### config.mk
export PLATFORM = sky130hd
export DESIGN_NAME = conversion_control_status_ctrl
export DESIGN_NICKNAME = d
export VERILOG_FILES = /design/src/rtl/conversion_control_status_pkg.sv /design/src/rtl/conversion_control_status_ctrl.sv
export VERILOG_INCLUDE_DIRS = /design/src /design/src/rtl
export SDC_FILE = /design/constraint.sdc
export NUM_CORES = 1
export LEC_CHECK = 0
export BUFFER_PORTS_ARGS = -buffer_cell sky130_fd_sc_hd__buf_4
export CORE_MARGIN = 8
export CORE_UTILIZATION = 43
export DETAILED_ROUTE_END_ITERATION = 10
export PLACE_DENSITY = 0.74
export SYNTH_ARGS = -nofsm -noshare
export SYNTH_HDL_FRONTEND = slang
export SYNTH_SLANG_ARGS = --single-unit
### constraint.sdc
create_clock -name aclk -period 1.9 [get_ports aclk]
set_input_delay 0.57 -clock aclk [delete_from_list [all_inputs] [get_ports aclk]]
set_output_delay 0.57 -clock aclk [all_outputs]
set_load 0.01 [all_outputs]
### src/rtl/conversion_control_status_defines.svh
`ifndef CONVERSION_CONTROL_STATUS_DEFINES_SVH
`define CONVERSION_CONTROL_STATUS_DEFINES_SVH

// register byte addresses
`define CONVERSION_CONTROL_STATUS_OFF_CTRL 12'h000
`define CONVERSION_CONTROL_STATUS_OFF_MODE 12'h004
`define CONVERSION_CONTROL_STATUS_OFF_RESULT 12'h008
`define CONVERSION_CONTROL_STATUS_OFF_CORE 12'h00c

// control status high byte field positions
`define CONVERSION_CONTROL_STATUS_BIT_BUSY 15
`define CONVERSION_CONTROL_STATUS_BIT_INT 14
`define CONVERSION_CONTROL_STATUS_BIT_END_OF_CONVERSION_IRQ_ENABLE 13
`define CONVERSION_CONTROL_STATUS_BIT_PAUSE_FLAG 12
`define CONVERSION_CONTROL_STATUS_BIT_STS_HI 11
`define CONVERSION_CONTROL_STATUS_BIT_STS_LO 10
`define CONVERSION_CONTROL_STATUS_BIT_SOFTWARE_ACTIVATION_BIT 9

// mode register field positions
`define CONVERSION_CONTROL_STATUS_BIT_MD_HI 7
`define CONVERSION_CONTROL_STATUS_BIT_MD_LO 6
`define CONVERSION_CONTROL_STATUS_BIT_BUFEN 0

// reset values
`define CONVERSION_CONTROL_STATUS_CTRL_RST 8'h00
`define CONVERSION_CONTROL_STATUS_MODE_RST 2'h0

// axi responses
`define CONVERSION_CONTROL_STATUS_RESP_OKAY 2'h0
`define CONVERSION_CONTROL_STATUS_RESP_SLVERR 2'h2

`endif

### src/rtl/conversion_control_status_pkg.sv
package conversion_control_status_pkg;

  typedef enum logic [1:0] {
    CONVERSION_CONTROL_STATUS_MD_SINGLE1 = 2'b00,
    CONVERSION_CONTROL_STATUS_MD_SINGLE2 = 2'b01,
    CONVERSION_CONTROL_STATUS_MD_CONT = 2'b10,
    CONVERSION_CONTROL_STATUS_MD_PAUSE = 2'b11
  } conversion_control_status_mode_t;

  typedef enum logic [1:0] {
    CONVERSION_CONTROL_STATUS_ST_IDLE = 2'b00,
    CONVERSION_CONTROL_STATUS_ST_CONV = 2'b01,
    CONVERSION_CONTROL_STATUS_ST_HOLD = 2'b10
  } conversion_control_status_state_t;

  // axi write side
  typedef struct packed {
    logic awready;
    logic wready;
    logic aw_got;
    logic w_got;
    logic [11:0] awaddr;
    logic [31:0] wdata;
    logic [3:0] wstrb;
    logic bvalid;
    logic [1:0] bresp;
  } conversion_control_status_wr_t;

  // axi read side
  typedef struct packed {
    logic arready;
    logic rvalid;
    logic [31:0] rdata;
    logic [1:0] rresp;
  } conversion_control_status_rd_t;

  // converter side outputs: core start and abort, plus the interrupt request
  typedef struct packed {
    logic start;
    logic abort;
    logic irq;
  } conversion_control_status_core_t;

  typedef struct packed {
    conversion_control_status_wr_t wr;
    conversion_control_status_rd_t rd;
    conversion_control_status_core_t core;
    conversion_control_status_state_t state;
    logic busy;
    logic eoc;
    logic end_of_conversion_irq_enable;
    logic pause;
    logic [1:0] sts;
    conversion_control_status_mode_t mode;
    logic buf_en;
    logic [9:0] result;
    logic trig_prev;
    logic dma_busy_q;
  } conversion_control_status_state_all_t;

endpackage

### src/rtl/conversion_control_status_ctrl.sv
// The AXI4-Lite slave port and the address map are this design's own decisions.
`timescale 1ns/1ps
`include "conversion_control_status_defines.svh"
module conversion_control_status_ctrl (
  // clock and reset
  input wire logic aclk,
  input wire logic aresetn,
  // axi4-lite slave
  input wire logic [11:0] s_axi_awaddr,
  input wire logic s_axi_awvalid,
  output logic s_axi_awready,
  input wire logic [31:0] s_axi_wdata,
  input wire logic [3:0] s_axi_wstrb,
  input wire logic s_axi_wvalid,
  output logic s_axi_wready,
  output logic [1:0] s_axi_bresp,
  output logic s_axi_bvalid,
  input wire logic s_axi_bready,
  input wire logic [11:0] s_axi_araddr,
  input wire logic s_axi_arvalid,
  output logic s_axi_arready,
  output logic [31:0] s_axi_rdata,
  output logic [1:0] s_axi_rresp,
  output logic s_axi_rvalid,
  input wire logic s_axi_rready,
  // activation sources
  input wire logic ext_trigger,
  input wire logic timer_underflow,
  // conversion core
  input wire logic core_done,
  input wire logic core_scan_end,
  input wire logic [9:0] core_data,
  output logic core_start,
  output logic core_abort,
  // dma controller
  input wire logic dma_clear,
  input wire logic dma_active,
  // interrupt request
  output logic eoc_irq
);

  conversion_control_status_pkg::conversion_control_status_state_all_t r;
  conversion_control_status_pkg::conversion_control_status_state_all_t next_r;

  // ------------------------------------------------------------
  // helpers
  // ------------------------------------------------------------
  function automatic logic is_addr(input logic [11:0] a, input logic [11:0] off);
    is_addr = (a[11:2] == off[11:2]);
  endfunction

  function automatic logic mapped(input logic [11:0] a);
    mapped = is_addr(a, `CONVERSION_CONTROL_STATUS_OFF_CTRL) || is_addr(a, `CONVERSION_CONTROL_STATUS_OFF_MODE) ||
             is_addr(a, `CONVERSION_CONTROL_STATUS_OFF_RESULT) || is_addr(a, `CONVERSION_CONTROL_STATUS_OFF_CORE);
  endfunction

  logic wr_fire;
  logic wr_ctrl;
  logic wr_mode;
  logic sw_stop;
  logic sw_start;
  logic sw_eoc_clr;
  logic ext_act;
  logic tmr_act;
  logic any_act;
  logic single;
  logic protect;
  logic store;

  always_comb begin
    wr_fire = r.wr.aw_got && r.wr.w_got && !r.wr.bvalid;
    wr_ctrl = wr_fire && is_addr(r.wr.awaddr, `CONVERSION_CONTROL_STATUS_OFF_CTRL) && r.wr.wstrb[1];
    wr_mode = wr_fire && is_addr(r.wr.awaddr, `CONVERSION_CONTROL_STATUS_OFF_MODE) && r.wr.wstrb[0];
    sw_stop = wr_ctrl && !r.wr.wdata[`CONVERSION_CONTROL_STATUS_BIT_BUSY];
    sw_start = wr_ctrl && r.wr.wdata[`CONVERSION_CONTROL_STATUS_BIT_SOFTWARE_ACTIVATION_BIT];
    sw_eoc_clr = (wr_ctrl && !r.wr.wdata[`CONVERSION_CONTROL_STATUS_BIT_INT]) || dma_clear;
    ext_act = r.sts[0] && r.trig_prev && !ext_trigger;
    tmr_act = r.sts[1] && timer_underflow;
    // simultaneous sources merge into one start in this cycle
    any_act = sw_start || ext_act || tmr_act;
    single = (r.mode == conversion_control_status_pkg::CONVERSION_CONTROL_STATUS_MD_SINGLE1) || (r.mode == conversion_control_status_pkg::CONVERSION_CONTROL_STATUS_MD_SINGLE2);
    protect = r.end_of_conversion_irq_enable && r.eoc;
    store = core_done && (r.state == conversion_control_status_pkg::CONVERSION_CONTROL_STATUS_ST_CONV) && !protect;
  end

  // ------------------------------------------------------------
  // next state
  // ------------------------------------------------------------
  always_comb begin
    next_r = r;
    next_r.core.start = 1'b0;
    next_r.core.abort = 1'b0;
    next_r.trig_prev = ext_trigger;
    next_r.dma_busy_q = dma_active;

    // write channel
    if (s_axi_awvalid && r.wr.awready) begin
      next_r.wr.aw_got = 1'b1;
      next_r.wr.awaddr = s_axi_awaddr;
      next_r.wr.awready = 1'b0;
    end
    if (s_axi_wvalid && r.wr.wready) begin
      next_r.wr.w_got = 1'b1;
      next_r.wr.wdata = s_axi_wdata;
      next_r.wr.wstrb = s_axi_wstrb;
      next_r.wr.wready = 1'b0;
    end
    if (wr_fire) begin
      next_r.wr.bvalid = 1'b1;
      next_r.wr.bresp = mapped(r.wr.awaddr) ? `CONVERSION_CONTROL_STATUS_RESP_OKAY : `CONVERSION_CONTROL_STATUS_RESP_SLVERR;
    end
    if (r.wr.bvalid && s_axi_bready) begin
      next_r.wr.bvalid = 1'b0;
      next_r.wr.aw_got = 1'b0;
      next_r.wr.w_got = 1'b0;
      next_r.wr.awready = 1'b1;
      next_r.wr.wready = 1'b1;
    end

    // register writes
    if (wr_ctrl) begin
      next_r.end_of_conversion_irq_enable = r.wr.wdata[`CONVERSION_CONTROL_STATUS_BIT_END_OF_CONVERSION_IRQ_ENABLE];
      next_r.sts = r.wr.wdata[`CONVERSION_CONTROL_STATUS_BIT_STS_HI:`CONVERSION_CONTROL_STATUS_BIT_STS_LO];
      // pause flag write has no effect on conversion
      if (r.wr.wdata[`CONVERSION_CONTROL_STATUS_BIT_PAUSE_FLAG] || !dma_active) begin
        next_r.pause = r.wr.wdata[`CONVERSION_CONTROL_STATUS_BIT_PAUSE_FLAG];
      end
    end
    if (wr_mode) begin
      next_r.mode = conversion_control_status_pkg::conversion_control_status_mode_t'(
        r.wr.wdata[`CONVERSION_CONTROL_STATUS_BIT_MD_HI:`CONVERSION_CONTROL_STATUS_BIT_MD_LO]);
      next_r.buf_en = r.wr.wdata[`CONVERSION_CONTROL_STATUS_BIT_BUFEN];
    end

    // end of conversion flag: clear has priority
    if (store) begin
      next_r.eoc = 1'b1;
      next_r.result = core_data;
    end
    if (sw_eoc_clr) begin
      next_r.eoc = 1'b0;
    end

    // sequencer
    case (r.state)
      conversion_control_status_pkg::CONVERSION_CONTROL_STATUS_ST_IDLE: begin
        if (any_act && !sw_stop) begin
          next_r.state = conversion_control_status_pkg::CONVERSION_CONTROL_STATUS_ST_CONV;
          next_r.busy = 1'b1;
          next_r.core.start = 1'b1;
        end
      end
      conversion_control_status_pkg::CONVERSION_CONTROL_STATUS_ST_CONV: begin
        if (core_done && protect) begin
          // unread result: hold off the store instead of losing it
          next_r.state = conversion_control_status_pkg::CONVERSION_CONTROL_STATUS_ST_HOLD;
          next_r.pause = 1'b1;
        end else if (store && r.buf_en && r.end_of_conversion_irq_enable) begin
          next_r.state = conversion_control_status_pkg::CONVERSION_CONTROL_STATUS_ST_HOLD;
          next_r.pause = 1'b1;
        end else if (store && r.mode == conversion_control_status_pkg::CONVERSION_CONTROL_STATUS_MD_PAUSE) begin
          next_r.state = conversion_control_status_pkg::CONVERSION_CONTROL_STATUS_ST_HOLD;
          next_r.pause = 1'b1;
        end else if (store && core_scan_end && single) begin
          next_r.state = conversion_control_status_pkg::CONVERSION_CONTROL_STATUS_ST_IDLE;
          next_r.busy = 1'b0;
        end else if (store && core_scan_end) begin
          // continuous: the core runs one scan per start, so rearm it
          next_r.core.start = 1'b1;
        end else if (any_act && r.mode == conversion_control_status_pkg::CONVERSION_CONTROL_STATUS_MD_SINGLE1) begin
          next_r.core.start = 1'b1;
        end
      end
      conversion_control_status_pkg::CONVERSION_CONTROL_STATUS_ST_HOLD: begin
        if (r.mode == conversion_control_status_pkg::CONVERSION_CONTROL_STATUS_MD_PAUSE && !protect && !(r.buf_en && r.end_of_conversion_irq_enable && r.eoc)) begin
          if (any_act) begin
            next_r.state = conversion_control_status_pkg::CONVERSION_CONTROL_STATUS_ST_CONV;
            next_r.core.start = 1'b1;
          end
        end else if (!r.eoc) begin
          next_r.state = conversion_control_status_pkg::CONVERSION_CONTROL_STATUS_ST_CONV;
          next_r.core.start = 1'b1;
        end
      end
      default: begin
        next_r.state = conversion_control_status_pkg::CONVERSION_CONTROL_STATUS_ST_IDLE;
      end
    endcase

    // stop wins over any activation
    if (sw_stop) begin
      next_r.state = conversion_control_status_pkg::CONVERSION_CONTROL_STATUS_ST_IDLE;
      next_r.busy = 1'b0;
      next_r.core.start = 1'b0;
      next_r.core.abort = (r.state != conversion_control_status_pkg::CONVERSION_CONTROL_STATUS_ST_IDLE);
    end

    next_r.core.irq = next_r.eoc && next_r.end_of_conversion_irq_enable;

    // read channel
    if (s_axi_arvalid && r.rd.arready) begin
      next_r.rd.arready = 1'b0;
      next_r.rd.rvalid = 1'b1;
      next_r.rd.rresp = mapped(s_axi_araddr) ? `CONVERSION_CONTROL_STATUS_RESP_OKAY : `CONVERSION_CONTROL_STATUS_RESP_SLVERR;
      next_r.rd.rdata = 32'h0000_0000;
      if (is_addr(s_axi_araddr, `CONVERSION_CONTROL_STATUS_OFF_CTRL)) begin
        // software_activation_bit reads zero, reserved bits zero
        next_r.rd.rdata[15:8] = {r.busy, r.eoc, r.end_of_conversion_irq_enable, r.pause, r.sts, 2'b00};
      end else if (is_addr(s_axi_araddr, `CONVERSION_CONTROL_STATUS_OFF_MODE)) begin
        next_r.rd.rdata[7:0] = {r.mode, 5'h00, r.buf_en};
      end else if (is_addr(s_axi_araddr, `CONVERSION_CONTROL_STATUS_OFF_RESULT)) begin
        next_r.rd.rdata[9:0] = r.result;
      end else if (is_addr(s_axi_araddr, `CONVERSION_CONTROL_STATUS_OFF_CORE)) begin
        next_r.rd.rdata[2:0] = {r.dma_busy_q, r.state};
      end
    end
    if (r.rd.rvalid && s_axi_rready) begin
      next_r.rd.rvalid = 1'b0;
      next_r.rd.arready = 1'b1;
    end
  end

  // ------------------------------------------------------------
  // registers
  // ------------------------------------------------------------
  always_ff @(posedge aclk) begin
    if (!aresetn) begin
      r <= '0;
      r.wr.awready <= 1'b1;
      r.wr.wready <= 1'b1;
      r.rd.arready <= 1'b1;
      r.trig_prev <= 1'b1;
    end else begin
      r <= next_r;
    end
  end

  // ------------------------------------------------------------
  // outputs
  // ------------------------------------------------------------
  // rmw sees busy and eoc as one: software must write 1 to keep them
  // this is a bus convention, the bus cannot tell rmw from a plain write
  assign s_axi_awready = r.wr.awready;
  assign s_axi_wready = r.wr.wready;
  assign s_axi_bvalid = r.wr.bvalid;
  assign s_axi_bresp = r.wr.bresp;
  assign s_axi_arready = r.rd.arready;
  assign s_axi_rvalid = r.rd.rvalid;
  assign s_axi_rdata = r.rd.rdata;
  assign s_axi_rresp = r.rd.rresp;
  assign core_start = r.core.start;
  assign core_abort = r.core.abort;
  assign eoc_irq = r.core.irq;

endmodule

==> results of run 1 <==
## cells in the final DEF (no fill, tap or decap), types with 2 or more instances in the layout
cell,n
and2_1,7
conb_1,18
nor4_2,2
a31oi_1,3
a22oi_1,8
nor4_1,2
clkbuf_8,11
nand2_1,96
nand4_1,2
nor2b_1,4
dfxtp_1,72
or4_4,2
clkinv_2,3
nand3_1,3
nand3b_1,2
nor2_1,20
a22o_1,4
inv_1,7
or3_1,2
o21a_1,2
mux2i_1,3
buf_4,84
mux2_2,2
a21oi_1,50
o21ai_0,12
## Yosys cell counts, drive strengths merged (3+ instances only)
| master | number |
|---|---|
| nand3b | 3 |
| nor2 | 20 |
| dfxtp | 73 |
| a31oi | 3 |
| nor2b | 4 |
| a22oi | 8 |
| buf | 37 |
| mux2i | 3 |
| and2 | 7 |
| nand3 | 3 |
| a21oi | 50 |
| nand2 | 96 |
| a22o | 4 |
| nor4 | 5 |
| clkbuf | 13 |
| inv | 8 |
| o21ai | 13 |
## where the power goes
part           switching (mW)  internal, mW
Sequential             0.0330          1.57
Combinational           0.154         0.141
Clock                   0.552         0.673
## metrics by stage
| stage | cell area [um^2] | utilization (%) | power, mW | hold slack (ns) |
|---|---|---|---|---|
| 4_1_cts | 3795 | 53.46 | 3.148 | 0.4055 |
| 6_report | 3829 | 53.94 | 3.128 | 0.4158 |
| 5_1_grt | 3829 | 53.94 | 3.272 | 0.4103 |
| 2_1_floorplan | 3139 | - | 1.806 | 0.4284 |
| 3_5_place_dp | 3590 | 50.57 | 1.929 | 0.4480 |
| 3_3_place_gp | 3590 | 50.57 | 1.919 | 0.4425 |
## critical path, stage by stage, from the launching register on
cell and delay [ns]:
dfxtp_1 0.36, or4bb_4 0.58, nor4_4 0.34, or3_1 0.19, o221a_2 0.20, nor4_2 0.05
## cell families (layout without fill, tap and decap cells)
group	count (synthesis)	in the layout	share of synthesized area (%)
buffers and inverters	58	109	11.51
other	1	18	0.1219
muxes	5	5	1.709
and+or+nand+nor	150	150	22.54
DFF	73	73	47.52
AOI/OAI and AO/OA	87	87	16.60
## final cells by class
class,count,area [um^2]
sequential,73,1463
timing repair buffer,85,650.6
inverter,8,30.03
multi-input combinational,260,1356
fill,682,3269
clock inverter,5,53.80
tap,99,123.9
clock buffer,11,151.4
## what timing repair did
item | 4_1_cts | 5_1_grt
gates resized for setup | 0 | 6
setup endpoints to repair | 0 | 9
endpoints found under the hold margin | 0 | 0
## routing by layer
metal / wire (um) / vias to the layer above
met1: 3206 / 1191
met3: 589 / 5
met2: 3668 / 83
met4: 59 / 0
met5: 0 / -
li1: - / 1334
## worst max-delay path by stage
stage | start | to | slack, ns
6_report | s_axi_bvalid | r[22] | 0.07
2_1_floorplan | s_axi_araddr[7] | s_axi_rdata[1] | 0.04
4_1_cts | r[108] | r[22] | 0.02
3_3_place_gp | s_axi_araddr[7] | s_axi_rdata[2] | 0.02
3_5_place_dp | s_axi_araddr[7] | s_axi_rdata[1] | -0.09
5_1_grt | r[114] | r[22] | -0.03
==> impl_metrics.yaml, run 1 <==
outcome:
  status: "finished clean"
clock_network:
  h-tree-depth: 3
  clock_sink_count: 73
  cts_buffers: 9
  cts_setup_buffers: 0
  cts_max_path_buffers: 2
  ctsHoldBuffers: 0
  cts_tree: "yes"
  worstSkewPairLatency_ns: 0.34
  clk_pin_slew_worst_paths_ns: 0.08
  cts_root_buf: "clkbuf_8"
grt:
  grt_use_total_pct: 15.27
  met2_usage_pct: 25.18
  grt_pass1_wl_mm: 12.36
  antenna_found_initial: 0
  grt_max_degree: 41
  overflow: 0
  top_usage_layer: "met2"
  use_met3_pct: 6.215
  met1_usage_pct: 17.62
  grt_pass1_vias: 2630
setup_path:
  r2r-end: "r[22]"
  criticalPathCategory: "register to register"
  ff2ff_setup_slack_ns: 0.07
  cp-end-kind: "register"
  crit_arrival_ns: 2.05
  critPathMaxFanout: 5
  startpoint_type: "register"
  cp.required_ns: 2.12
  r2r_cells: 5
  rr_startpoint: "s_axi_bvalid"
yosys:
  synth_top_cell_by_area: "dfxtp_1"
  syn_avg_cell_area_um2: 8.223
  post-synth-top-area-fraction_pct: 47.52
  yosys_warnings: 0
  netlist_area_um2: 3075
  synthArstFlopShare_pct: 0
  syn_inst: 374
  yosys-top-cells-area: "dfxtp_1, nand2_1, buf_4, a21oi_1, nor2_1"
  seq_area_frac_synth_pct: 47.52
  synth_cell_types: 42
  synth_edf_count: 0
  synth_seq_cells: 73
  ys.flop_type: "dfxtp_1"
place:
  hpwl_mm: 5.604
  port_buffers: 80
  placed_cells: 525
  pre_cts_ws_ns: -0.09267
  gp_congestion: 0.8137
routing:
  drc: 0
  routed_wl_mm: 7.524
  drt_iter0_drc: 82
  viasPerCell: 4.830
  avgRoutedWirePerCell_um: 13.91
  vias: 2613
  drtPass1Iterations: 4
  ant_nets: 0
final_layout:
  layoutNonFillerInstCount: 541
  regMostFlops: "r"
  largest_reg_flops: 47
  nets: 520
  drive_gt1_share_pct: 26.02
  antennaDiodeCount: 0
  area.growth.synth_to_final_pct: 24.49
floorplan:
  core_um2: 7098
  die_w_um: 100.6
  fp.dieH_um: 100.6
  num_io_pins: 127
  start_util_pct: 43.33
  dieArea_um2: 10110
  rows: 31
sta:
  setup_viol: 0
  fmax_mhz: 546.2
  min_period_ns: 1.831
  slew-limit-headroom_pct: 55.94
  fin_tns_setup_ns: 0
  rsz0062_at_grt: "yes"
  skew_ns: 0.007792
  finalCritPeriodShare_pct: 96.36
  hold_violations: 0
  worst-slew-pin-transition_ns: 0.6540
  drv_slew: 0
  finalWorstSetupSlack_ns: 0.06917
worst_hold_path:
  hp-start: "ext_trigger"
  hold_class: "input port to register"
  whs_path_depth: 2
  holdPathEnd: "r[1]"
run:
  drv_cap: 0
power:
  cellLeakagePower_nw: 1.607
  power.density_nw_per_um2: 816.9
  ir_drop_v: 0.0004694
No activity file was read; power rests on OpenSTA's default activity.
==> run 2: changes to the inputs <==
- ABC_AREA: default -> 1
- CORE_UTILIZATION: 43 -> 44
- PLACE_DENSITY: 0.74 -> 0.75
==> run 2 against run 1 <==
  * Highest routed layer unchanged
  * Clock skew increased by 0.0015 ns
  * Synthesized cell count increased by 13%
  * Via count increased by 5.1%
  * Maximum frequency increased by 25%
  * Flip-flop and latch count unchanged
  * Worst setup slack improved by 0.36 ns
  * Die area increased by 0.73%
  * Global-route usage decreased by 0.10 points
  * Non-clock buffer count increased by 1
  * Register-to-register slack improved by 0.36 ns
==> impl_metrics.yaml, run 2 <==
outcome:
  status: "finished clean"
routing:
  drtPass1Iterations: 4
  avgRoutedWirePerCell_um: 12.70
  drc: 0
  vias: 2747
  drt_iter0_drc: 125
  viasPerCell: 4.648
  routed_wl_mm: 7.506
  ant_nets: 0
setup_path:
  slowest_stage: "inv_1"
  cp.depth: 4
  crit_arrival_ns: 1.73
  cp-end-kind: "register"
  critPathMaxFanout: 22
  max_stage_delay_ns: 0.50
  ff2ff_setup_slack_ns: 0.43
  crit_end: "s_axi_rdata[11]"
  criticalPathCategory: "register to register"
  r2r-end: "s_axi_rdata[11]"
  startpoint_type: "register"
  r2r_cells: 4
  crit_path_start: "s_axi_arready"
  rr_startpoint: "s_axi_arready"
  path_buf_inv: 1
  path_delay_family: "buffers and inverters"
  path_cells: "nand2_1, inv_1, o21ai_0, a211oi_1"
  cp.required_ns: 2.16
clock_network:
  cts_setup_buffers: 0
  cts_root_buf: "clkbuf_8"
  clk_pin_slew_worst_paths_ns: 0.08
  cts_max_path_buffers: 2
  worstSkewPairLatency_ns: 0.34
  h-tree-depth: 3
  cts_tree: "yes"
  ctsHoldBuffers: 0
  clock_sink_count: 73
  post_cts_resized: 0
  cts_buffers: 9
place:
  hpwl_mm: 5.864
  port_buffers: 80
  placed_cells: 575
  pre_cts_ws_ns: 0.1049
  gp_congestion: 0.8641
grt:
  grt_max_degree: 34
  antenna_found_initial: 0
  grt_pass1_vias: 2654
  grt_pass1_wl_mm: 12.31
  overflow: 0
  grt_use_total_pct: 15.17
sta:
  fin_tns_setup_ns: 0
  setup_viol: 0
  worst-slew-pin-transition_ns: 0.6173
  rsz0062_at_grt: "no"
  finalCritPeriodShare_pct: 77.18
  holdWs_ns: 0.4076
  slew-limit-headroom_pct: 58.80
  skew_ns: 0.009297
  finalWorstSetupSlack_ns: 0.4337
  fmax_mhz: 682.0
  drv_slew: 0
  min_period_ns: 1.466
  hold_violations: 0
final_layout:
  drive_gt1_share_pct: 24.19
  regMostFlops: "r"
  filler_cell_count: 726
  antennaDiodeCount: 0
  nets: 570
  area.growth.synth_to_final_pct: 22.39
  final_cell_mix: "buf_4, nor2_1, dfxtp_1"
  layoutNonFillerInstCount: 591
  final_common_cell: "buf_4"
  largest_reg_flops: 47
yosys:
  synthAdderAreaFrac_pct: 0
  synth-compound-area-share_pct: 16.28
  synth_top_cell_by_area: "dfxtp_1"
  yosys.area_share.simple_pct: 22.15
  yosys_warnings: 0
  syn_avg_cell_area_um2: 7.522
  synth-xor-area-share_pct: 0
  netlist_area_um2: 3174
  synth_mux_area_share_pct: 0
  syn_inst: 422
  seq_area_frac_synth_pct: 46.04
  synth_top_family_by_area: "simple AND/OR/NAND/NOR gates"
  synth_edf_count: 0
  ys.flop_type: "dfxtp_1"
  synth_common_cells: "nor2_1, dfxtp_1, nand2_1"
  yosysMostFrequentCell: "nor2_1"
  yosys-top-cells-area: "dfxtp_1, nor2_1, buf_4, nand2_1, o21ai_0"
  post-synth-top-area-fraction_pct: 46.04
  synth_seq_cells: 73
  synth_cell_types: 33
  synthArstFlopShare_pct: 0
floorplan:
  rows: 31
  core_um2: 7137
  start_util_pct: 44.48
  die_w_um: 100.9
  num_io_pins: 127
  dieArea_um2: 10190
  fp.dieH_um: 100.9
power:
  power_mw: 3.200
  power.density_nw_per_um2: 823.7
  cellLeakagePower_nw: 1.757
  ir_drop_v: 0.0006834
worst_hold_path:
  whs_path_depth: 3
  hold_class: "input port to register"
run:
  drv_cap: 0
[run 2: changes by cell type in the layout (fill, tap and decap cells not counted), moves of 10 or more]
cell / previous run / this run
a21oi_1: 50 / 25
inv_1: 7 / 35
nand2_1: 96 / 56
nand3_1: 3 / 16
nor2_1: 20 / 75
o21ai_0: 12 / 38
o21ai_1: 0 / 10
[run 2: kinds of logic (layout without fill, tap and decap cells)]
logic type / after synthesis / in the layout
other cells: 1 / 18
simple gates: 165 / 165
buf+inv: 92 / 145
flops: 73 / 73
compound gates: 91 / 91
[run 2: worst min path at each step]
stage / startpoint / endpoint / slack [ns]
global route: ext_trigger / r[1] / 0.39
global placement: r[2] / r[2] / 0.43
floorplan: r[2] / r[2] / 0.42
detailed placement: r[4] / r[4] / 0.44
finish: ext_trigger / r[1] / 0.41
CTS: ext_trigger / r[1] / 0.39
[run 2: cell type report]
| cell class | instances | area, um^2 | share of cell area [%] |
|---|---|---|---|
| flip-flops and latches | 73 | 1461 | 37.62 |
| multi-input cells | 274 | 1287 | 33.14 |
| repair buffers | 86 | 645.6 | 16.62 |
| inverters | 43 | 166.4 | 4.283 |
| clock buffers | 9 | 123.9 | 3.188 |
| well taps | 99 | 123.9 | 3.188 |
| clock inverters | 7 | 76.32 | 1.965 |
[run 2: report_power, final]
group	internal [mW]	switching [mW]	leakage [nW]	total [mW]
Clock	0.617	0.593	0.0966	1.21
Combinational	0.161	0.196	1.06	0.356
Sequential	1.60	0.0370	0.597	1.63
[run 2: worst reg2reg max path, stage by stage (launching register included)]
cell      delay (ns)
dfxtp_1         0.35
nand2_1         0.15
inv_1           0.50
o21ai_0         0.16
a211oi_1        0.22
[run 2: per-layer routing]
| metal | global-route usage (%) | up-vias | share of wire, % |
|---|---|---|---|
| met5 | 0 | - | 0 |
| met4 | 4.582 | 0 | 0.80 |
| met3 | 6.699 | 7 | 11 |
| met2 | 24.25 | 103 | 44 |
| met1 | 17.82 | 1198 | 44 |
| li1 | - | 1439 | - |
[run 2: stage by stage]
| stage | instance area [um^2] | util, % |
|---|---|---|
| floorplan | 3238 | - |
| global placement | 3685 | 51.63 |
| detailed placement | 3685 | 51.63 |
| CTS | 3885 | 54.44 |
| global route | 3885 | 54.44 |
| finish | 3885 | 54.44 |
==> run 3: changes to the inputs <==
- ABC_AREA: 1 -> 0
- CORE_UTILIZATION: 44 -> 48
- PLACE_DENSITY: 0.75 -> 0.78
- clock period: 1.9 -> 1.5 ns (I/O delays scaled with it)
==> run 3 against run 2 <==
  * The run now ends with negative setup slack left
  * Global-route usage is 1.4 points higher
  * Routed wire length is 0.27% higher
  * Clock skew is 0.0019 ns higher
  * Maximum frequency is 18% lower
  * Cell count is 9.0% lower
  * Power is 30% higher
  * Sequential power is 25% higher
  * First-iteration DRC count is 10% higher
  * Critical path depth is 1 higher
  * Clock-buffer cell count is 2 higher
  * Critical path type unchanged
  * Highest routed layer unchanged
==> impl_metrics.yaml, run 3 (synthesis gave the netlist of run 1 again) <==
sta:
  finalWorstSetupSlack_ns: -0.2916
  setup_viol: 14
  fmax_mhz: 558.1
  holdWs_ns: 0.2994
  finalCritPeriodShare_pct: 119.4
  min_period_ns: 1.792
  rsz0062_at_grt: "yes"
  skew_ns: 0.01118
  drv_slew: 0
  hold_violations: 0
  worst-slew-pin-transition_ns: 0.6568
  slew-limit-headroom_pct: 55.75
power:
  cellLeakagePower_nw: 1.722
  power.density_nw_per_um2: 1029
  ir_drop_v: 0.0006472
  power_mw: 4.170
final_layout:
  final_common_cell: "buf_4"
  final_cell_mix: "buf_4, nand2_1, dfxtp_1"
  regMostFlops: "r"
  drive_gt1_share_pct: 31.67
  largest_reg_flops: 47
  area.growth.synth_to_final_pct: 31.73
  filler_cell_count: 557
  nets: 539
  final_area_um2: 4051
  antennaDiodeCount: 0
  layoutNonFillerInstCount: 538
routing:
  routed_wl_mm: 7.526
  ant_nets: 0
  drt_iter0_drc: 138
  avgRoutedWirePerCell_um: 13.99
  drtPass1Iterations: 4
  drc: 0
  viasPerCell: 5.011
  vias: 2696
grt:
  overflow: 0
  antenna_found_initial: 0
  grt_pass1_wl_mm: 11.89
  grt_pass1_vias: 2610
  grt_use_total_pct: 16.58
  grt_max_degree: 31
outcome:
  status: "finished, violations left"
  violations: "negative setup slack"
floorplan:
  die_w_um: 96.05
  core_um2: 6277
  start_util_pct: 48.99
  rows: 29
  dieArea_um2: 9225
  fp.dieH_um: 96.05
  num_io_pins: 127
clock_network:
  ctsHoldBuffers: 0
  clock_sink_count: 73
  h-tree-depth: 3
  cts_tree: "yes"
  cts_buffers: 9
  cts_max_path_buffers: 2
  cts_root_buf: "clkbuf_8"
  worstSkewPairLatency_ns: 0.35
  clk_pin_slew_worst_paths_ns: 0.07
place:
  gp_congestion: 0.7998
  port_buffers: 80
  hpwl_mm: 5.713
  pre_cts_ws_ns: -0.2908
  dpl_cell_area_um2: 3726
  placed_cells: 520
setup_path:
  critPathMaxFanout: 4
  cp-end-kind: "register"
  cp.required_ns: 1.73
  crit_arrival_ns: 2.02
  startpoint_type: "register"
  criticalPathCategory: "register to register"
worst_hold_path:
  hold_class: "input port to register"
run:
  drv_cap: 0
==> run 3: changes by cell type in the layout (fill, tap and decap cells not counted), sizes merged, moves of 18 or more <==
| cell | delta |
|---|---|
| a21oi | +24 |
| buf | +18 |
| inv | -35 |
| nand2 | +38 |
| nor2 | -59 |
| o21ai | -35 |
==> run 3: routing by layer <==
metal  track usage [%]  part of all wire [%]  up-vias
met1             19.09                    42     1214
li1                  -                     -     1376
met4             9.091                   1.7        0
met5                 0                     0        -
met3             4.992                   8.7       12
met2             26.96                    47       94
==> run 3: power breakdown <==
part / switching [mW] / internal [mW] / total [mW] / leakage (nW)
combinational: 0.208 / 0.195 / 0.403 / 1.01
clock: 0.712 / 1.02 / 1.73 / 0.115
sequential: 0.0403 / 1.99 / 2.03 / 0.595
total: 0.960 / 3.21 / 4.17 / 1.72
==> run 3: metrics by stage <==
stage / util [%] / TNS [ns]
finish: 64.54 / -3.374
floorplan: - / -1.823
global placement: 59.36 / -4.066
CTS: 63.96 / -3.346
detailed placement: 59.36 / -4.938
global route: 64.54 / -4.339
==> run 3: area by class of cell <==
class                   instances  area, um^2  share of cell area (%)
well taps                      77       96.34                   2.378
clock inverters                 5       77.57                   1.915
multi-input cells             260        1431                   35.33
flip-flops and latches         73        1464                   36.13
clock buffers                  11       151.4                   3.737
repair buffers                104       800.8                   19.77
inverters                       8       30.03                  0.7412
==> run 3: critical path: stages (launching register included) <==
cell,delay [ns]
dfxtp_2,0.33
or4bb_4,0.58
nor4_4,0.36
or3_1,0.18
o221a_2,0.20
nor4_2,0.04
==> run 3: what timing repair did <==
action / in CTS / in global routing
pin swaps: 2 / 15
setup buffers: 1 / 1
cloned: 0 / 0
setup endpoints to repair: 14 / 14
gates resized for setup: 9 / 10
==> run 3: path summary, 6_finish.rpt <==
check | slack [ns] | startpoint | cells after the start | to
worst max-delay path | -0.29 | s_axi_bvalid | 5 | r[22]
worst min-delay path | 0.30 | s_axi_wvalid | 2 | s_axi_wready
worst max register to register | -0.29 | s_axi_bvalid | 5 | r[22]
worst min register to register | 0.46 | r[20] | 2 | s_axi_rdata[15]
